### config.mk
export PLATFORM = sky130hd
export DESIGN_NAME = aosm_core
export DESIGN_NICKNAME = d
export VERILOG_FILES = /design/src/verilog/aosm_pkg.sv /design/src/verilog/aosm_core.sv /design/src/verilog/aosm_sel_debounce.sv /design/src/verilog/aosm_timer.sv
export SDC_FILE = /design/constraint.sdc
export NUM_CORES = 1
export LEC_CHECK = 0
export BUFFER_PORTS_ARGS = -buffer_cell sky130_fd_sc_hd__clkbuf_2
export CAP_MARGIN = 10
export CORE_MARGIN = 10
export CORE_UTILIZATION = 33
export DETAILED_ROUTE_END_ITERATION = 16
export HOLD_SLACK_MARGIN = 0.02
export PLACE_DENSITY_LB_ADDON = 0.08
export RECOVER_POWER = 50
export SLEW_MARGIN = 20
export SYNTH_ARGS = -nofsm -noshare
export SYNTH_HDL_FRONTEND = slang
export SYNTH_SLANG_ARGS = --single-unit
### constraint.sdc
create_clock -name i_mclk -period 2.46 [get_ports i_mclk]
set_input_delay 0.123 -clock i_mclk [delete_from_list [all_inputs] [get_ports i_mclk]]
set_output_delay 0.123 -clock i_mclk [all_outputs]
set_load 0.02 [all_outputs]
### src/verilog/aosm_pkg.sv
// Package for the amplifier operating state machine: states, select decoding, timing.
// Assumes a single 25 MHz system clock shared by every module that uses it.
package aosm_pkg;

    // Operating states of the amplifier.
    typedef enum logic [2:0] {
        AOSM_STANDBY,
        AOSM_DIAG,
        AOSM_IDLE,
        AOSM_MUTE,
        AOSM_PLAY,
        AOSM_DCDIAG
    } aosm_state_e;

    // Decoded select-pin combination.
    typedef struct packed {
        logic       valid;
        logic       legacy;
        logic [6:0] addr;
        logic       low_voltage;
        logic       out_phase;
    } aosm_sel_s;

    // Fault inputs checked in the diagnostic state or forcing a return to it.
    typedef struct packed {
        logic short_gnd;
        logic short_vcc;
        logic uvlo;
        logic thermal_sd;
        logic overcurrent;
        logic load_dump;
    } aosm_fault_s;

    // Automatic mute sources.
    typedef struct packed {
        logic low_batt;
        logic high_batt;
        logic thermal;
        logic hw_pin;
    } aosm_amute_s;

    localparam int CLK_HZ = 25_000_000;
    localparam int FAULT_STABLE_MS = 90;
    localparam int FAULT_STABLE_CYC = (CLK_HZ / 1000) * FAULT_STABLE_MS;
    localparam int PWM_ON_US = 1000;
    localparam int PWM_ON_CYC = (CLK_HZ / 1_000_000) * PWM_ON_US;
    localparam int DEB_CYC = 16;
    localparam logic [6:0] ADDR_BASE = 7'h70;
    localparam int RAMP_SEL_W = 2;

endpackage

### src/verilog/aosm_core.sv
// Operating state machine of a single-channel digital-input audio amplifier.
// Assumes host I2C commands arrive decoded as levels on the i_cmd_* ports, in the same clock.
// Notes on behaviour
// All select pins low keeps the device in standby with outputs grounded.
// Patterns 0100,1100,0010,0110 give addresses 1110000 to 1110011.
// Patterns 0101,1101,0011,0111 give addresses 1110100 to 1110111.
// Patterns 1110,1111,1000,1001 pick the four legacy modes without I2C.
// A valid pattern enables supplies, biases outputs mid-rail, loads register defaults.
// Standby pattern, PLL unlock, bad I2S or supply reset resets the amplifier.
// The device is only an I2C target, never a controller.
// Leaving standby enters the diagnostic state checking shorts, undervoltage, thermal.
// Diagnostic advances to idle only after faults absent 90 ms continuously.
// A persisting fault is reported after 90 ms; stay in diagnostic.
// Diagnostic accepts commands but keeps PWM switching off.
// Overcurrent, undervoltage, load dump or thermal shutdown forces diagnostic.
// Idle accepts commands while output switching stays disabled.
// PWM-on command moves idle to mute; switching starts within about 1 ms.
// Play bit set moves mute to play; cleared returns play to mute.
// Mute and play transition time is selectable by a host setting.
// Low battery, high battery, thermal or hardware mute force mute.
// Clearing all auto mutes returns to play if programming still requests it.
// DC diagnostic may be entered from mute only, on host request.
// Overvoltage shutdown turns off the audio input and floats its pins.
// Host sets the slow slope bit whenever out-of-phase modulation is chosen.
// Hardware mute input low mutes, high plays; it floats to play.
// Unlisted select patterns are treated as standby.
// Select pins are synchronised and debounced before being acted upon.
`timescale 1ns/100ps
module aosm_core #(
    parameter int FAULT_CYC = aosm_pkg::FAULT_STABLE_CYC,
    parameter int PWM_CYC = aosm_pkg::PWM_ON_CYC,
    parameter int DEB = aosm_pkg::DEB_CYC
) (
    input wire logic i_mclk,
    input wire logic i_rstn,
    input wire logic [3:0] i_select_pin,
    input wire logic i_pll_locked,
    input wire logic i_i2s_valid,
    input wire logic i_supply_reset,
    input wire aosm_pkg::aosm_fault_s i_fault,
    input wire logic i_overvolt_shutdown,
    input wire logic i_low_batt,
    input wire logic i_high_batt,
    input wire logic i_thermal_mute,
    input wire logic i_hardware_mute_input,
    input wire logic i_cmd_pwm_on,
    input wire logic i_cmd_play,
    input wire logic i_cmd_dc_diag,
    input wire logic i_cmd_prog_change,
    input wire logic [aosm_pkg::RAMP_SEL_W-1:0] i_ramp_sel,
    output aosm_pkg::aosm_state_e o_state,
    output logic [6:0] o_i2c_target_addr,
    output logic o_i2c_target_en,
    output logic o_legacy,
    output logic o_low_voltage,
    output logic o_out_phase,
    output logic o_supplies_on,
    output logic o_bias_mid,
    output logic o_load_defaults,
    output logic o_pwm_on,
    output logic o_play,
    output logic [aosm_pkg::RAMP_SEL_W-1:0] o_ramp_sel,
    output logic o_fault_reported,
    output logic o_i2s_enable
);

    ////////////////////////////////////////////////////////////////////////////////
    // Input conditioning.

    aosm_pkg::aosm_sel_s sel;
    logic [4:0] amute_meta_r;
    logic [4:0] amute_sync_r;
    logic [2:0] sys_meta_r;
    logic [2:0] sys_sync_r;

    aosm_sel_debounce #(.DEB(DEB)) u_sel (
        .i_mclk(i_mclk),
        .i_rstn(i_rstn),
        .i_sel(i_select_pin),
        .o_sel(sel)
    );

    // Pin-level status inputs pass two flops; the mute pin sits high when floating.
    always_ff @(posedge i_mclk or negedge i_rstn) begin
        if (!i_rstn) begin
            amute_meta_r <= 5'h00;
            amute_sync_r <= 5'h00;
            sys_meta_r <= 3'h0;
            sys_sync_r <= 3'h0;
        end else begin
            amute_meta_r <= {i_low_batt, i_high_batt, i_thermal_mute,
                             !i_hardware_mute_input, i_overvolt_shutdown};
            amute_sync_r <= amute_meta_r;
            sys_meta_r <= {!i_pll_locked, !i_i2s_valid, i_supply_reset};
            sys_sync_r <= sys_meta_r;
        end
    end

    logic any_amute;
    logic ov_shutdown;
    logic sys_reset;
    logic diag_fault;
    logic trip_fault;
    assign any_amute = |amute_sync_r[4:1];
    assign ov_shutdown = amute_sync_r[0];
    assign sys_reset = |sys_sync_r;
    assign diag_fault = i_fault.short_gnd | i_fault.short_vcc | i_fault.uvlo
                      | i_fault.thermal_sd;
    assign trip_fault = i_fault.overcurrent | i_fault.uvlo | i_fault.load_dump
                      | i_fault.thermal_sd;

    ////////////////////////////////////////////////////////////////////////////////
    // Timers.

    aosm_pkg::aosm_state_e state_r;
    aosm_pkg::aosm_state_e state_nxt;
    logic clean_done;
    logic fault_done;
    logic pwm_done;

    // Clean interval in diagnostic before leaving.
    aosm_timer #(.N(FAULT_CYC)) u_clean (
        .i_mclk(i_mclk),
        .i_rstn(i_rstn),
        .i_run(state_r == aosm_pkg::AOSM_DIAG && !diag_fault),
        .o_done(clean_done)
    );

    // Fault must persist the same interval before being reported.
    aosm_timer #(.N(FAULT_CYC)) u_fault (
        .i_mclk(i_mclk),
        .i_rstn(i_rstn),
        .i_run(state_r == aosm_pkg::AOSM_DIAG && diag_fault),
        .o_done(fault_done)
    );

    // PWM start-up interval after the PWM-on command.
    aosm_timer #(.N(PWM_CYC)) u_pwm (
        .i_mclk(i_mclk),
        .i_rstn(i_rstn),
        .i_run(state_r == aosm_pkg::AOSM_MUTE || state_r == aosm_pkg::AOSM_PLAY
               || state_r == aosm_pkg::AOSM_DCDIAG),
        .o_done(pwm_done)
    );

    ////////////////////////////////////////////////////////////////////////////////
    // State machine.

    logic prog_dirty_r;
    logic was_amuted_r;

    // Next state; amplifier reset conditions outrank everything, trips come next.
    always_comb begin
        state_nxt = state_r;
        if (!sel.valid || sys_reset) begin
            state_nxt = aosm_pkg::AOSM_STANDBY; // see R1 see R6
        end else if (state_r != aosm_pkg::AOSM_STANDBY && trip_fault) begin
            state_nxt = aosm_pkg::AOSM_DIAG;
        end else begin
            case (state_r)
                aosm_pkg::AOSM_STANDBY: state_nxt = aosm_pkg::AOSM_DIAG; // see R5
                aosm_pkg::AOSM_DIAG: begin
                    if (clean_done) begin
                        state_nxt = aosm_pkg::AOSM_IDLE;
                    end
                end
                aosm_pkg::AOSM_IDLE: begin
                    if (i_cmd_pwm_on || sel.legacy) begin
                        state_nxt = aosm_pkg::AOSM_MUTE;
                    end
                end
                aosm_pkg::AOSM_MUTE: begin
                    if (i_cmd_dc_diag) begin
                        state_nxt = aosm_pkg::AOSM_DCDIAG;
                    end else if (!any_amute && (i_cmd_play || sel.legacy)
                                 && !(was_amuted_r && prog_dirty_r)) begin
                        state_nxt = aosm_pkg::AOSM_PLAY; // see R15
                    end
                end
                aosm_pkg::AOSM_PLAY: begin
                    if (any_amute || !(i_cmd_play || sel.legacy)) begin
                        state_nxt = aosm_pkg::AOSM_MUTE; // see R15
                    end
                end
                aosm_pkg::AOSM_DCDIAG: begin
                    if (!i_cmd_dc_diag) begin
                        state_nxt = aosm_pkg::AOSM_MUTE;
                    end
                end
                default: state_nxt = aosm_pkg::AOSM_STANDBY;
            endcase
        end
    end

    always_ff @(posedge i_mclk or negedge i_rstn) begin
        if (!i_rstn) begin
            state_r <= aosm_pkg::AOSM_STANDBY;
        end else begin
            state_r <= state_nxt;
        end
    end

    // Remember an automatic mute and any host reprogramming during it.
    // A reprogram in the same cycle the mute lifts is lost; prog_dirty_r is still clear, so play resumes.
    always_ff @(posedge i_mclk or negedge i_rstn) begin
        if (!i_rstn) begin
            was_amuted_r <= 1'b0;
            prog_dirty_r <= 1'b0;
        end else if (state_r == aosm_pkg::AOSM_PLAY && any_amute) begin
            was_amuted_r <= 1'b1;
            prog_dirty_r <= 1'b0;
        end else if (state_r == aosm_pkg::AOSM_MUTE && was_amuted_r) begin
            if (i_cmd_prog_change || !i_cmd_play) begin
                prog_dirty_r <= 1'b1;
            end
            if (!any_amute && !i_cmd_play) begin
                was_amuted_r <= 1'b0;
                prog_dirty_r <= 1'b0;
            end
        end else if (state_r != aosm_pkg::AOSM_MUTE) begin
            was_amuted_r <= 1'b0;
            prog_dirty_r <= 1'b0;
        end
    end

    // Sticky stable-fault report, cleared when the fault has gone.
    always_ff @(posedge i_mclk or negedge i_rstn) begin
        if (!i_rstn) begin
            o_fault_reported <= 1'b0;
        end else if (fault_done) begin
            o_fault_reported <= 1'b1;
        end else if (state_r == aosm_pkg::AOSM_STANDBY || !diag_fault) begin
            o_fault_reported <= 1'b0;
        end
    end

    ////////////////////////////////////////////////////////////////////////////////
    // Outputs, all from flops.

    // Address and mode latch; target only, never drives a bus as controller.
    always_ff @(posedge i_mclk or negedge i_rstn) begin
        if (!i_rstn) begin
            o_i2c_target_addr <= 7'h00;
            o_i2c_target_en <= 1'b0;
            o_legacy <= 1'b0;
            o_low_voltage <= 1'b0;
            o_out_phase <= 1'b0;
        end else begin
            o_i2c_target_addr <= sel.addr; // see R2
            o_i2c_target_en <= sel.valid && !sel.legacy;
            o_legacy <= sel.legacy;
            o_low_voltage <= sel.low_voltage;
            o_out_phase <= sel.out_phase;
        end
    end

    // Power, bias and PWM. Holding PWM until the start-up interval avoids pops.
    always_ff @(posedge i_mclk or negedge i_rstn) begin
        if (!i_rstn) begin
            o_supplies_on <= 1'b0;
            o_bias_mid <= 1'b0;
            o_load_defaults <= 1'b1;
            o_pwm_on <= 1'b0;
            o_play <= 1'b0;
            o_ramp_sel <= '0;
            o_i2s_enable <= 1'b0;
        end else begin
            o_supplies_on <= state_nxt != aosm_pkg::AOSM_STANDBY;
            o_bias_mid <= state_nxt != aosm_pkg::AOSM_STANDBY;
            o_load_defaults <= state_nxt == aosm_pkg::AOSM_STANDBY;
            o_pwm_on <= pwm_done && state_nxt != aosm_pkg::AOSM_IDLE
                        && state_nxt != aosm_pkg::AOSM_DIAG
                        && state_nxt != aosm_pkg::AOSM_STANDBY; // see R11 see R13
            o_play <= state_nxt == aosm_pkg::AOSM_PLAY;
            o_ramp_sel <= i_ramp_sel;
            o_i2s_enable <= !ov_shutdown && state_nxt != aosm_pkg::AOSM_STANDBY;
        end
    end

    assign o_state = state_r;
endmodule

### src/verilog/aosm_sel_debounce.sv
// Select-pin synchroniser and debouncer with pattern decoding.
// Assumes the select pins are asynchronous to i_mclk.
`timescale 1ns/100ps
module aosm_sel_debounce #(
    parameter int DEB = aosm_pkg::DEB_CYC
) (
    input wire logic i_mclk,
    input wire logic i_rstn,
    input wire logic [3:0] i_sel,
    output aosm_pkg::aosm_sel_s o_sel
);

    logic [3:0] meta_r;
    logic [3:0] sync_r;
    logic [3:0] last_r;
    logic [15:0] cnt_r;
    logic [3:0] stable_r;

    // Decode pins in order pin1..pin4 as bits 3..0.
    function automatic aosm_pkg::aosm_sel_s decode(input logic [3:0] p);
        aosm_pkg::aosm_sel_s s;
        s = '0;
        case (p)
            4'b0100: begin s.valid = 1'b1; s.addr = aosm_pkg::ADDR_BASE + 7'h0; end
            4'b1100: begin s.valid = 1'b1; s.addr = aosm_pkg::ADDR_BASE + 7'h1; end
            4'b0010: begin s.valid = 1'b1; s.addr = aosm_pkg::ADDR_BASE + 7'h2; end
            4'b0110: begin s.valid = 1'b1; s.addr = aosm_pkg::ADDR_BASE + 7'h3; end
            4'b0101: begin s.valid = 1'b1; s.addr = aosm_pkg::ADDR_BASE + 7'h4; end
            4'b1101: begin s.valid = 1'b1; s.addr = aosm_pkg::ADDR_BASE + 7'h5; end
            4'b0011: begin s.valid = 1'b1; s.addr = aosm_pkg::ADDR_BASE + 7'h6; end
            4'b0111: begin s.valid = 1'b1; s.addr = aosm_pkg::ADDR_BASE + 7'h7; end
            4'b1110: begin s.valid = 1'b1; s.legacy = 1'b1; s.low_voltage = 1'b1; end
            4'b1111: begin
                s.valid = 1'b1;
                s.legacy = 1'b1;
                s.low_voltage = 1'b1;
                s.out_phase = 1'b1;
            end
            4'b1000: begin s.valid = 1'b1; s.legacy = 1'b1; end
            4'b1001: begin s.valid = 1'b1; s.legacy = 1'b1; s.out_phase = 1'b1; end
            default: s = '0; // Standby and unlisted patterns keep the amp off, see R1.
        endcase
        return s;
    endfunction

    // Two-stage synchroniser.
    always_ff @(posedge i_mclk or negedge i_rstn) begin
        if (!i_rstn) begin
            meta_r <= 4'h0;
            sync_r <= 4'h0;
        end else begin
            meta_r <= i_sel;
            sync_r <= meta_r;
        end
    end

    // Commit a pattern only after it stays unchanged for DEB cycles.
    always_ff @(posedge i_mclk or negedge i_rstn) begin
        if (!i_rstn) begin
            last_r <= 4'h0;
            cnt_r <= 16'h0000;
            stable_r <= 4'h0;
        end else if (sync_r != last_r) begin
            last_r <= sync_r;
            cnt_r <= 16'h0000;
        end else if (cnt_r >= 16'(DEB - 1)) begin
            stable_r <= last_r;
        end else begin
            cnt_r <= cnt_r + 16'h0001;
        end
    end

    assign o_sel = decode(stable_r);
endmodule

### src/verilog/aosm_timer.sv
// Up-counting timer that reports when a continuously held condition has lasted N cycles.
// Assumes one clock domain; run low restarts the count.
`timescale 1ns/100ps
module aosm_timer #(
    parameter int N = 16,
    parameter int W = 32
) (
    input wire logic i_mclk,
    input wire logic i_rstn,
    input wire logic i_run,
    output logic o_done
);

    logic [W-1:0] cnt_r;

    // Count while run holds; a drop restarts the interval from zero.
    always_ff @(posedge i_mclk or negedge i_rstn) begin
        if (!i_rstn) begin
            cnt_r <= '0;
        end else if (!i_run) begin
            cnt_r <= '0;
        end else if (cnt_r < W'(N)) begin
            cnt_r <= cnt_r + W'(1);
        end
    end

    assign o_done = i_run && (cnt_r >= W'(N));

endmodule
; Yosys cells after proc, flatten, opt, wreduce, memory -nomap -nowiden
; Cells that the tools add are included.
[word_totals]
regBits = 168
in_bits = 26
out_inout_bits = 23
elab_cells = 156
[classes]
n_addsub = 4
n_lt_le_gt_ge = 7
eq_ne = 28
muxes = 32
bitwise = 7
reduce_logical = 51
[ops]
columns = cell, count
row1 = 32-bit two-way mux, 6
row2 = "32-bit by 1-bit adder with 32-bit output, second input constant", 3
row3 = "32-bit by 22-bit >= comparator with 1-bit output, second input constant", 2
row4 = "32-bit by 22-bit < comparator with 1-bit output, second input constant", 2
row5 = 7-bit case mux with 8 select lines, 1
row6 = "32-bit by 15-bit >= comparator with 1-bit output, second input constant", 1
row7 = "32-bit by 15-bit < comparator with 1-bit output, second input constant", 1
row8 = 16-bit two-way mux, 2
row9 = "4-bit equality test, second input constant", 6
row10 = 3-bit two-way mux, 8
row11 = 3-bit case mux with 6 select lines, 1
row12 = 1-bit logical AND, 17
row13 = "16-bit by 1-bit adder with 16-bit output, second input constant", 1
row14 = "4-bit by 3-bit equality test with 1-bit output, second input constant", 4
row15 = "16-bit by 4-bit >= comparator with 1-bit output, second input constant", 1
row16 = 1-bit two-way mux, 14
row17 = 12-bit OR reduction, 1
row18 = 1-bit zero test, 11
row19 = "3-bit equality test, second input constant", 3
row20 = "3-bit by 2-bit inequality test with 1-bit output, second input constant", 3
row21 = 3-bit nonzero test, 3
row22 = "4-bit by 2-bit equality test with 1-bit output, second input constant", 2
row23 = 1-bit logical OR, 8
row24 = 4-bit OR reduction, 2
row25 = 14 further kinds, 26

; Longest topological paths before layout
; Gate-level depths: netlist of run 1.
[logic_depth]
depth_word = 15
mapped_depth = 8
depth_no_buf = 6

; By module
; From an unflattened synthesis of run 1, not the netlist that was laid out.
[unflattened]
cells_unflattened = 680
hier_area_um2 = 7355.8
[modules_own_cells]
columns = mod, instances, cells_each, area_each_um2, seq_area_each_um2
row1 = aosm_timer (u_fault), 1, 170, 1621.6, 800.8
row2 = aosm_timer (u_clean), 1, 168, 1587.8, 800.8
row3 = aosm_timer (u_pwm), 1, 141, 1478.9, 800.8
row4 = aosm_core, 1, 109, 1411.4, 1002.2
row5 = aosm_sel_debounce, 1, 92, 1256.2, 800.8

; Worst setup path after synthesis of run 1
; OpenSTA, ideal clock, no wires.
[synth_path]
path_kind = reg2reg
start = register u_clean.cnt_r[14]
end = register o_bias_mid
setup_ns = 0.131
t_arrival_ns = 1.748
t_required_ns = 2.329
setup_slack_ns = 0.581
stages_incl_launch_ff = 8
n_path_buf = 1
period_less_slack_ns = 1.879
path_cell_list = dfrtp_1 > buf_2 > a211oi_1 > o211ai_1 > a221oi_2 > nand2b_1 > a31oi_1 > or3_1
[synth_between]
elab_chain_len = 7
[synth_lines]
columns = item, line_no
row1 = "start, declared", aosm_timer.sv:14  ; logic [W-1:0] cnt_r;
row2 = "start signal, assigned", aosm_timer.sv:23  ; cnt_r <= cnt_r + W'(1);
row3 = 32-bit by 22-bit >= comparator with 1-bit output, aosm_timer.sv:27  ; assign o_done = i_run && (cnt_r >= W'(N));
row4 = 1-bit logical AND, aosm_timer.sv:27
row5 = 3-bit two-way mux, aosm_core.sv:163  ; if (clean_done) begin
row6 = 3-bit case mux with 6 select lines, aosm_core.sv:160  ; case (state_r)
row7 = 3-bit two-way mux, aosm_core.sv:157  ; end else if (state_r != aosm_pkg::AOSM_STANDBY && trip_fault) begin
row8 = 3-bit two-way mux, aosm_core.sv:155  ; if (!sel.valid || sys_reset) begin
row9 = named net state_nxt[1], aosm_core.sv:116  ; aosm_pkg::aosm_state_e state_nxt;
row10 = 3-bit nonzero test, aosm_core.sv:269  ; o_bias_mid <= state_nxt != aosm_pkg::AOSM_STANDBY;
row11 = "end signal, assigned", aosm_core.sv:269
row12 = "end, declared", aosm_core.sv:58  ; output logic o_bias_mid,
; The timed path passes the listed nets, and every way through them passes these cells.
; A chain may end at the register's enable or synchronous reset.

; Worst setup path in the final report of run 1
[layout_path]
start = register u_clean.cnt_r[6]
end = register u_clean.cnt_r[15]
[layout_between]
elab_chain_len = 3
[layout_lines]
columns = item, line_no
row1 = 32-bit by 1-bit adder with 32-bit output, aosm_timer.sv:23
row2 = 32-bit two-way mux, aosm_timer.sv:22  ; end else if (cnt_r < W'(N)) begin
row3 = 32-bit two-way mux, aosm_timer.sv:20  ; end else if (!i_run) begin
; Parallel ways exist; a longest one is shown, timed or not. The select of a mux whose other input is x is not followed.

==> flow_summary.ini, run 1 <==
[synth]
synth_seq_cells = 165
synth_cell_types = 51
syn-mean-instance-area_sq_um = 11.0
yosysWarnings = 0
synthXorXnorAreaFrac = 0.0731
ys_seq_area_frac = 0.584
netlist_instances = 640
synth_top_family_by_area = simple AND/OR/NAND/NOR gates
synth_edf_count = 0
synthMuxAreaShare = 0.0106
synth-adder-area-share = 0.0124
syn_nets = 673
synthFlopType = dfrtp_1
synth-simple-area-share = 0.237
synth_area_sq_mm = 0.00707
synth_compound_area_frac = 0.0508
async_flop_share = 1.00

[critical_path]
cp_slowest_cell = dfrtp_1
end_kind = register
reg2regPathDepth = 7
required_ps = 2780
path_class = reg2reg
crit_fanout = 23
cp_data_arrival_time_ps = 2470
start_kind = register
crit_family = compound AO/OA/AOI/OAI gates
crit_cells = 7
path_buf_inv = 1
path_cells = nor4_1 -> o211ai_1 -> a221oi_2 -> buf_12 -> and3_1 -> a31oi_1 -> a41o_1
max_stage_delay_ps = 430

[sta]
worstMarginPinSlew_ps = 1560
timing.final.crit_share = 0.877
drv_slew = 61
fmax_ghz = 0.464
finalSetupViolations = 0
finalSetupTns_ps = 0
holdWs_ps = 81.5
finalHoldViolCount = 0
rsz0062_at_grt = no
period_needed_ps = 2160
clock_skew_ps = 12.3
worst_slack_ps = 303
slew_headroom = -0.0403

[routing]
drtPass1Iterations = 4
wl_per_cell_um = 14.9
wirelength_um = 14800
dr_wl_met3_um = 360
drcViolationCount = 0
maxUsedRoutingLayer = met4
first_iter_violations = 207
detail-route-antenna-nets = 0
met2WireLength_um = 7120
vias_per_cell = 4.71
wirelength_met1_um = 7150
via_count = 4687

[grt]
grt.overflow.total = 0
grt_pass1_wl_um = 25300
grt_max_degree = 63
grt_pass1_vias = 4898
antenna_found_initial = 0
grt_usage = 0.110

[clocking]
numCtsBuffers = 17
clock_latency_ps = 430
cts.repair.resized = 0
tritoncts = built
cts_root_buffer = clkbuf_16
postCtsSetupBuffers = 0
cts.sinks = 165
clock_path_buffers = 2
clk_pin_slew_ps = 70
htree_levels = 4

[power_and_ir_drop]
peakVddDrop_v = 0.000441
powerDensity_mw_per_mm2 = 659
finalPower_mw = 5.50
p_leak_nw = 3.62

[placement]
post-place-ws_ps = 330
port_buffers = 47
dp_cells = 948
place.gp.congestion = 0.727
dp_hpwl_um = 10200

[die]
start_util = 0.336
coreArea_sq_mm = 0.0210
die-area_sq_mm = 0.0277
rows = 53
die_height_um = 166
die_x_um = 166
io_pins = 49

[layout]
fillers = 2032
areaGrowthSynthToFinish_pct = 18.2
drive_above_1_share = 0.140
fin_cells = 995
num-nets-final = 740
antenna_cells = 0

[worst_hold_path]
hold_class = in2reg
min_path_cells = 3

[outcome]
status = finished, violations left
violations = max-capacitance violations, max-slew violations

[job]
drv_cap = 1
state kept, by name, summed over array words and instances (netlist names), 2 cells and up:
| register | flops |
|---|---|
| amute_meta_r | 5 |
| sys_meta_r | 3 |
| o_i2c_target_addr | 4 |
| u_fault.cnt_r | 32 |
| u_pwm.cnt_r | 32 |
| u_sel.last_r | 4 |
| o_ramp_sel | 2 |
| u_sel.meta_r | 4 |
| u_sel.sync_r | 4 |
| sys_sync_r | 3 |
| u_clean.cnt_r | 32 |
| u_sel.cnt_r | 16 |
| amute_sync_r | 5 |
| u_sel.stable_r | 4 |
| o_state | 3 |
placed cells by master, fill, tap and decap left out, drive strengths merged, types with 2 or more instances in the layout:
cell type / n
nor4b: 4
dlygate4sd3: 15
nor3b: 2
or3: 5
a211oi: 7
o211ai: 5
nand2: 31
and2: 61
o21a: 3
a31oi: 6
dfrtp: 164
a21oi: 10
and3: 10
buf: 17
nor2b: 8
clkbuf: 66
inv: 27
or4: 3
ha: 7
nor3: 18
clkinv: 4
nand3: 19
xnor2: 26
a41o: 2
xor2: 33
o21ai: 8
mux2i: 3
nand4: 26
nor2: 82
nor4: 19
mux2: 4
nand2b: 6
and4: 4
cells by family after synthesis:
| group | after synthesis |
|---|---|
| AO/OA/AOI/OAI | 49 |
| buffers and inverters | 50 |
| AND/OR/NAND/NOR | 302 |
| flip-flops | 165 |
| adder cells (fa/ha/maj) | 7 |
| XOR/XNOR | 59 |
| multiplexers | 7 |
| other | 1 |
routing by layer:
layer,global-route usage,vias up
li1,-,2305
met1,0.146,2319
met2,0.174,54
met3,0.0256,9
met4,0.0344,0
met5,0,-
cell usage after synthesis (8+ instances only):
cell	number	area, sq um
a21oi_1	10	50.1
nor4_1	19	119
nor2_1	82	308
nand4_1	26	163
nand3_1	19	95.1
xor2_1	33	289
inv_1	18	67.6
nand2_1	31	116
and3_1	10	62.6
and2_1	61	382
xnor2_1	26	228
nor2b_1	8	50.1
clkbuf_1	19	71.3
nor3_1	11	55.1
dfrtp_1	164	4100
worst reg2reg max path, delay by kind of cell (launching register included):
family | cells | cell delay (ps)
AO/OA/AOI/OAI | 4 | 860
buffers and inverters | 1 | 220
flip-flops | 1 | 430
AND/OR/NAND/NOR | 2 | 560
path summary, 6_finish.rpt:
| path | startpoint | slack, ps | to |
|---|---|---|---|
| worst max-delay path | u_clean.cnt_r[6] | 300 | u_clean.cnt_r[15] |
| worst min-delay path | i_fault[5] | 80 | o_fault_reported |
| worst max register to register | u_clean.cnt_r[6] | 300 | u_clean.cnt_r[15] |
| worst min register to register | amute_meta_r[1] | 350 | amute_sync_r[1] |
| max in group asynchronous | i_rstn | 580 | sys_meta_r[2] |
| min in group asynchronous | i_rstn | 620 | u_pwm.cnt_r[22] |
power by group:
group          leakage (nW)  total [mW]  switching (mW)  internal (mW)
clock network         0.284        2.63            1.26           1.37
logic                  1.10       0.124          0.0803         0.0442
registers              2.23        2.75          0.0101           2.74
total                  3.62        5.50            1.35           4.15
through the flow:
| step | utilization | cell area, sq um |
|---|---|---|
| after CTS | 0.399 | 8390 |
| after detailed placement | 0.364 | 7660 |
| after global placement | 0.364 | 7660 |
| after floorplan | - | 7070 |
| final | 0.397 | 8350 |
| after global routing | 0.397 | 8350 |
final cells by class:
class,count,area (sq um),area share
sequential,165,4130,0.494
timing repair buffer,80,512,0.0613
tap,275,344,0.0412
multi-input combinational,425,2710,0.325
clock inverter,14,156,0.0187
inverter,18,67.6,0.00809
clock buffer,18,429,0.0514
repair_timing:
item | CTS | global route
hold buffers | 15 | 0
hold endpoints to repair | 70 | 0
endpoints found under the setup margin | 0 | 0
Note: power is estimated with default switching activity, not from simulation.
==> run 2, diff against run 1 <==
--- a/config.mk
+++ b/config.mk
@@ -9,10 +9,13 @@
 export CAP_MARGIN = 10
 export CORE_MARGIN = 10
 export CORE_UTILIZATION = 33
+export CTS_CLUSTER_DIAMETER = 50
 export DETAILED_ROUTE_END_ITERATION = 16
+export GPL_TIMING_DRIVEN = 0
 export HOLD_SLACK_MARGIN = 0.02
 export PLACE_DENSITY_LB_ADDON = 0.08
 export RECOVER_POWER = 50
+export SKIP_LAST_GASP = 1
 export SLEW_MARGIN = 20
 export SYNTH_ARGS = -nofsm -noshare
 export SYNTH_HDL_FRONTEND = slang
==> flow_summary.ini, run 2 (synthesis gave the netlist of run 1 again) <==
[layout]
layout_commonest_cell = dfrtp_1
reg.largest.list = u_clean.cnt_r (32), u_fault.cnt_r (32), u_pwm.cnt_r (32)
design_area_sq_mm = 0.00843
antenna_cells = 0
layout_common_cells = dfrtp_1, nor2_1, and2_1
areaGrowthSynthToFinish_pct = 19.3
drive_above_1_share = 0.131
num-nets-final = 755
multi_input_area_sq_mm = 0.00273
fillers = 1994
seq_area_sq_mm = 0.00413

[grt]
grt_max_degree = 97
grt_pass1_vias = 5026
grt.overflow.total = 0
grt_usage = 0.111
antenna_found_initial = 0
grt_pass1_wl_um = 25500

[placement]
port_buffers = 47
dp_hpwl_um = 10300
placed_area_sq_mm = 0.00768
post-place-ws_ps = 102
place.gp.congestion = 0.782

[outcome]
status = finished, violations left
violations = max-capacitance violations, max-slew violations

[sta]
finalSetupViolations = 0
slew_headroom = -0.205
drv_slew = 70
clock_skew_ps = 13.5
timing.final.crit_share = 0.927
finalHoldViolCount = 0
rsz0062_at_grt = no
holdWs_ps = 96.7
worst_slack_ps = 179
fmax_ghz = 0.438
worstMarginPinSlew_ps = 1810
period_needed_ps = 2280

[critical_path]
path_class = reg2reg
crit_fanout = 7
start_kind = register
required_ps = 2760
end_kind = register
cp_data_arrival_time_ps = 2580

[clocking]
tritoncts = built
cts.sinks = 165
clk_pin_slew_ps = 70
cts_root_buffer = clkbuf_16
postCtsSetupBuffers = 0
numCtsBuffers = 17
clock_latency_ps = 440
clock_path_buffers = 2
htree_levels = 4

[power_and_ir_drop]
peakVddDrop_v = 0.000387
p_leak_nw = 3.63
powerDensity_mw_per_mm2 = 666

[die]
coreArea_sq_mm = 0.0210
die_height_um = 166
die_x_um = 166
rows = 53
die-area_sq_mm = 0.0277
io_pins = 49
start_util = 0.336

[routing]
first_iter_violations = 277
wl_per_cell_um = 14.6
drcViolationCount = 0
wirelength_um = 14700
via_count = 4802
detail-route-antenna-nets = 0
vias_per_cell = 4.75
drtPass1Iterations = 4

[job]
drv_cap = 1

[worst_hold_path]
hold_class = in2reg
[run 2: cell types whose count changed in the layout (fill, tap and decap cells not counted), moves of 2 or more]
cell / change
buf_2: +6
buf_4: -10
clkbuf_1: +21
clkbuf_2: -3
clkinv_8: +2
[run 2: repair_timing]
item	4_1_cts	5_1_grt
hold buffers	15	0
endpoints found under the hold margin	82	0
setup endpoints to repair	0	16
resized for setup	0	2
[run 2: area by class of cell]
cell class / instances / share of cell area
sequential: 165 / 0.490
multi-input combinational: 425 / 0.324
clock buffer: 17 / 0.0504
timing repair buffer: 63 / 0.0451
tap: 275 / 0.0408
clock inverter: 15 / 0.0237
buffer: 32 / 0.0182
inverter: 18 / 0.00801
[run 2: worst paths after layout]
kind,start,end,slack [ps],cells past startpoint
worst max-delay path,u_fault.cnt_r[28],u_fault.cnt_r[20],180,7
worst min-delay path,i_cmd_play,was_amuted_r,100,3
worst max register to register,u_fault.cnt_r[28],u_fault.cnt_r[20],180,7
worst min register to register,u_sel.meta_r[3],u_sel.sync_r[3],340,0
max in group asynchronous,i_rstn,u_fault.cnt_r[13],500,3
min in group asynchronous,i_rstn,u_pwm.cnt_r[8],710,2
[run 2: where the power goes]
| group | internal [mW] | switching (mW) | leakage [nW] | total, mW |
|---|---|---|---|---|
| sequential | 2.74 | 0.0103 | 2.23 | 2.75 |
| clock | 1.48 | 1.27 | 0.305 | 2.75 |
| combinational | 0.0452 | 0.0800 | 1.09 | 0.125 |
[run 2: worst max-delay path, cell delays in order (launching register included)]
cell and delay [ps]:
dfrtp_1 380, nor4_1 500, nand4_1 190, or3_1 400, buf_6 160, nor4b_2 270
xnor2_1 180, nor2_1 60
[run 2: metrics by stage]
stage          cells  power (mW)  TNS, ps   util
6_report        1010        5.62        0  0.401
5_1_grt         1010        5.87        0  0.401
4_1_cts         1010        5.73        0  0.402
3_5_place_dp     963        2.92        0  0.365
3_3_place_gp     962        2.91  -275060  0.364
2_1_floorplan    640        2.82        0      -
[run 2: layer usage]
layer	share of wire	track usage
met4	0.012	0.0344
met2	0.49	0.177
met1	0.47	0.143
met3	0.023	0.0296
met5	0	0
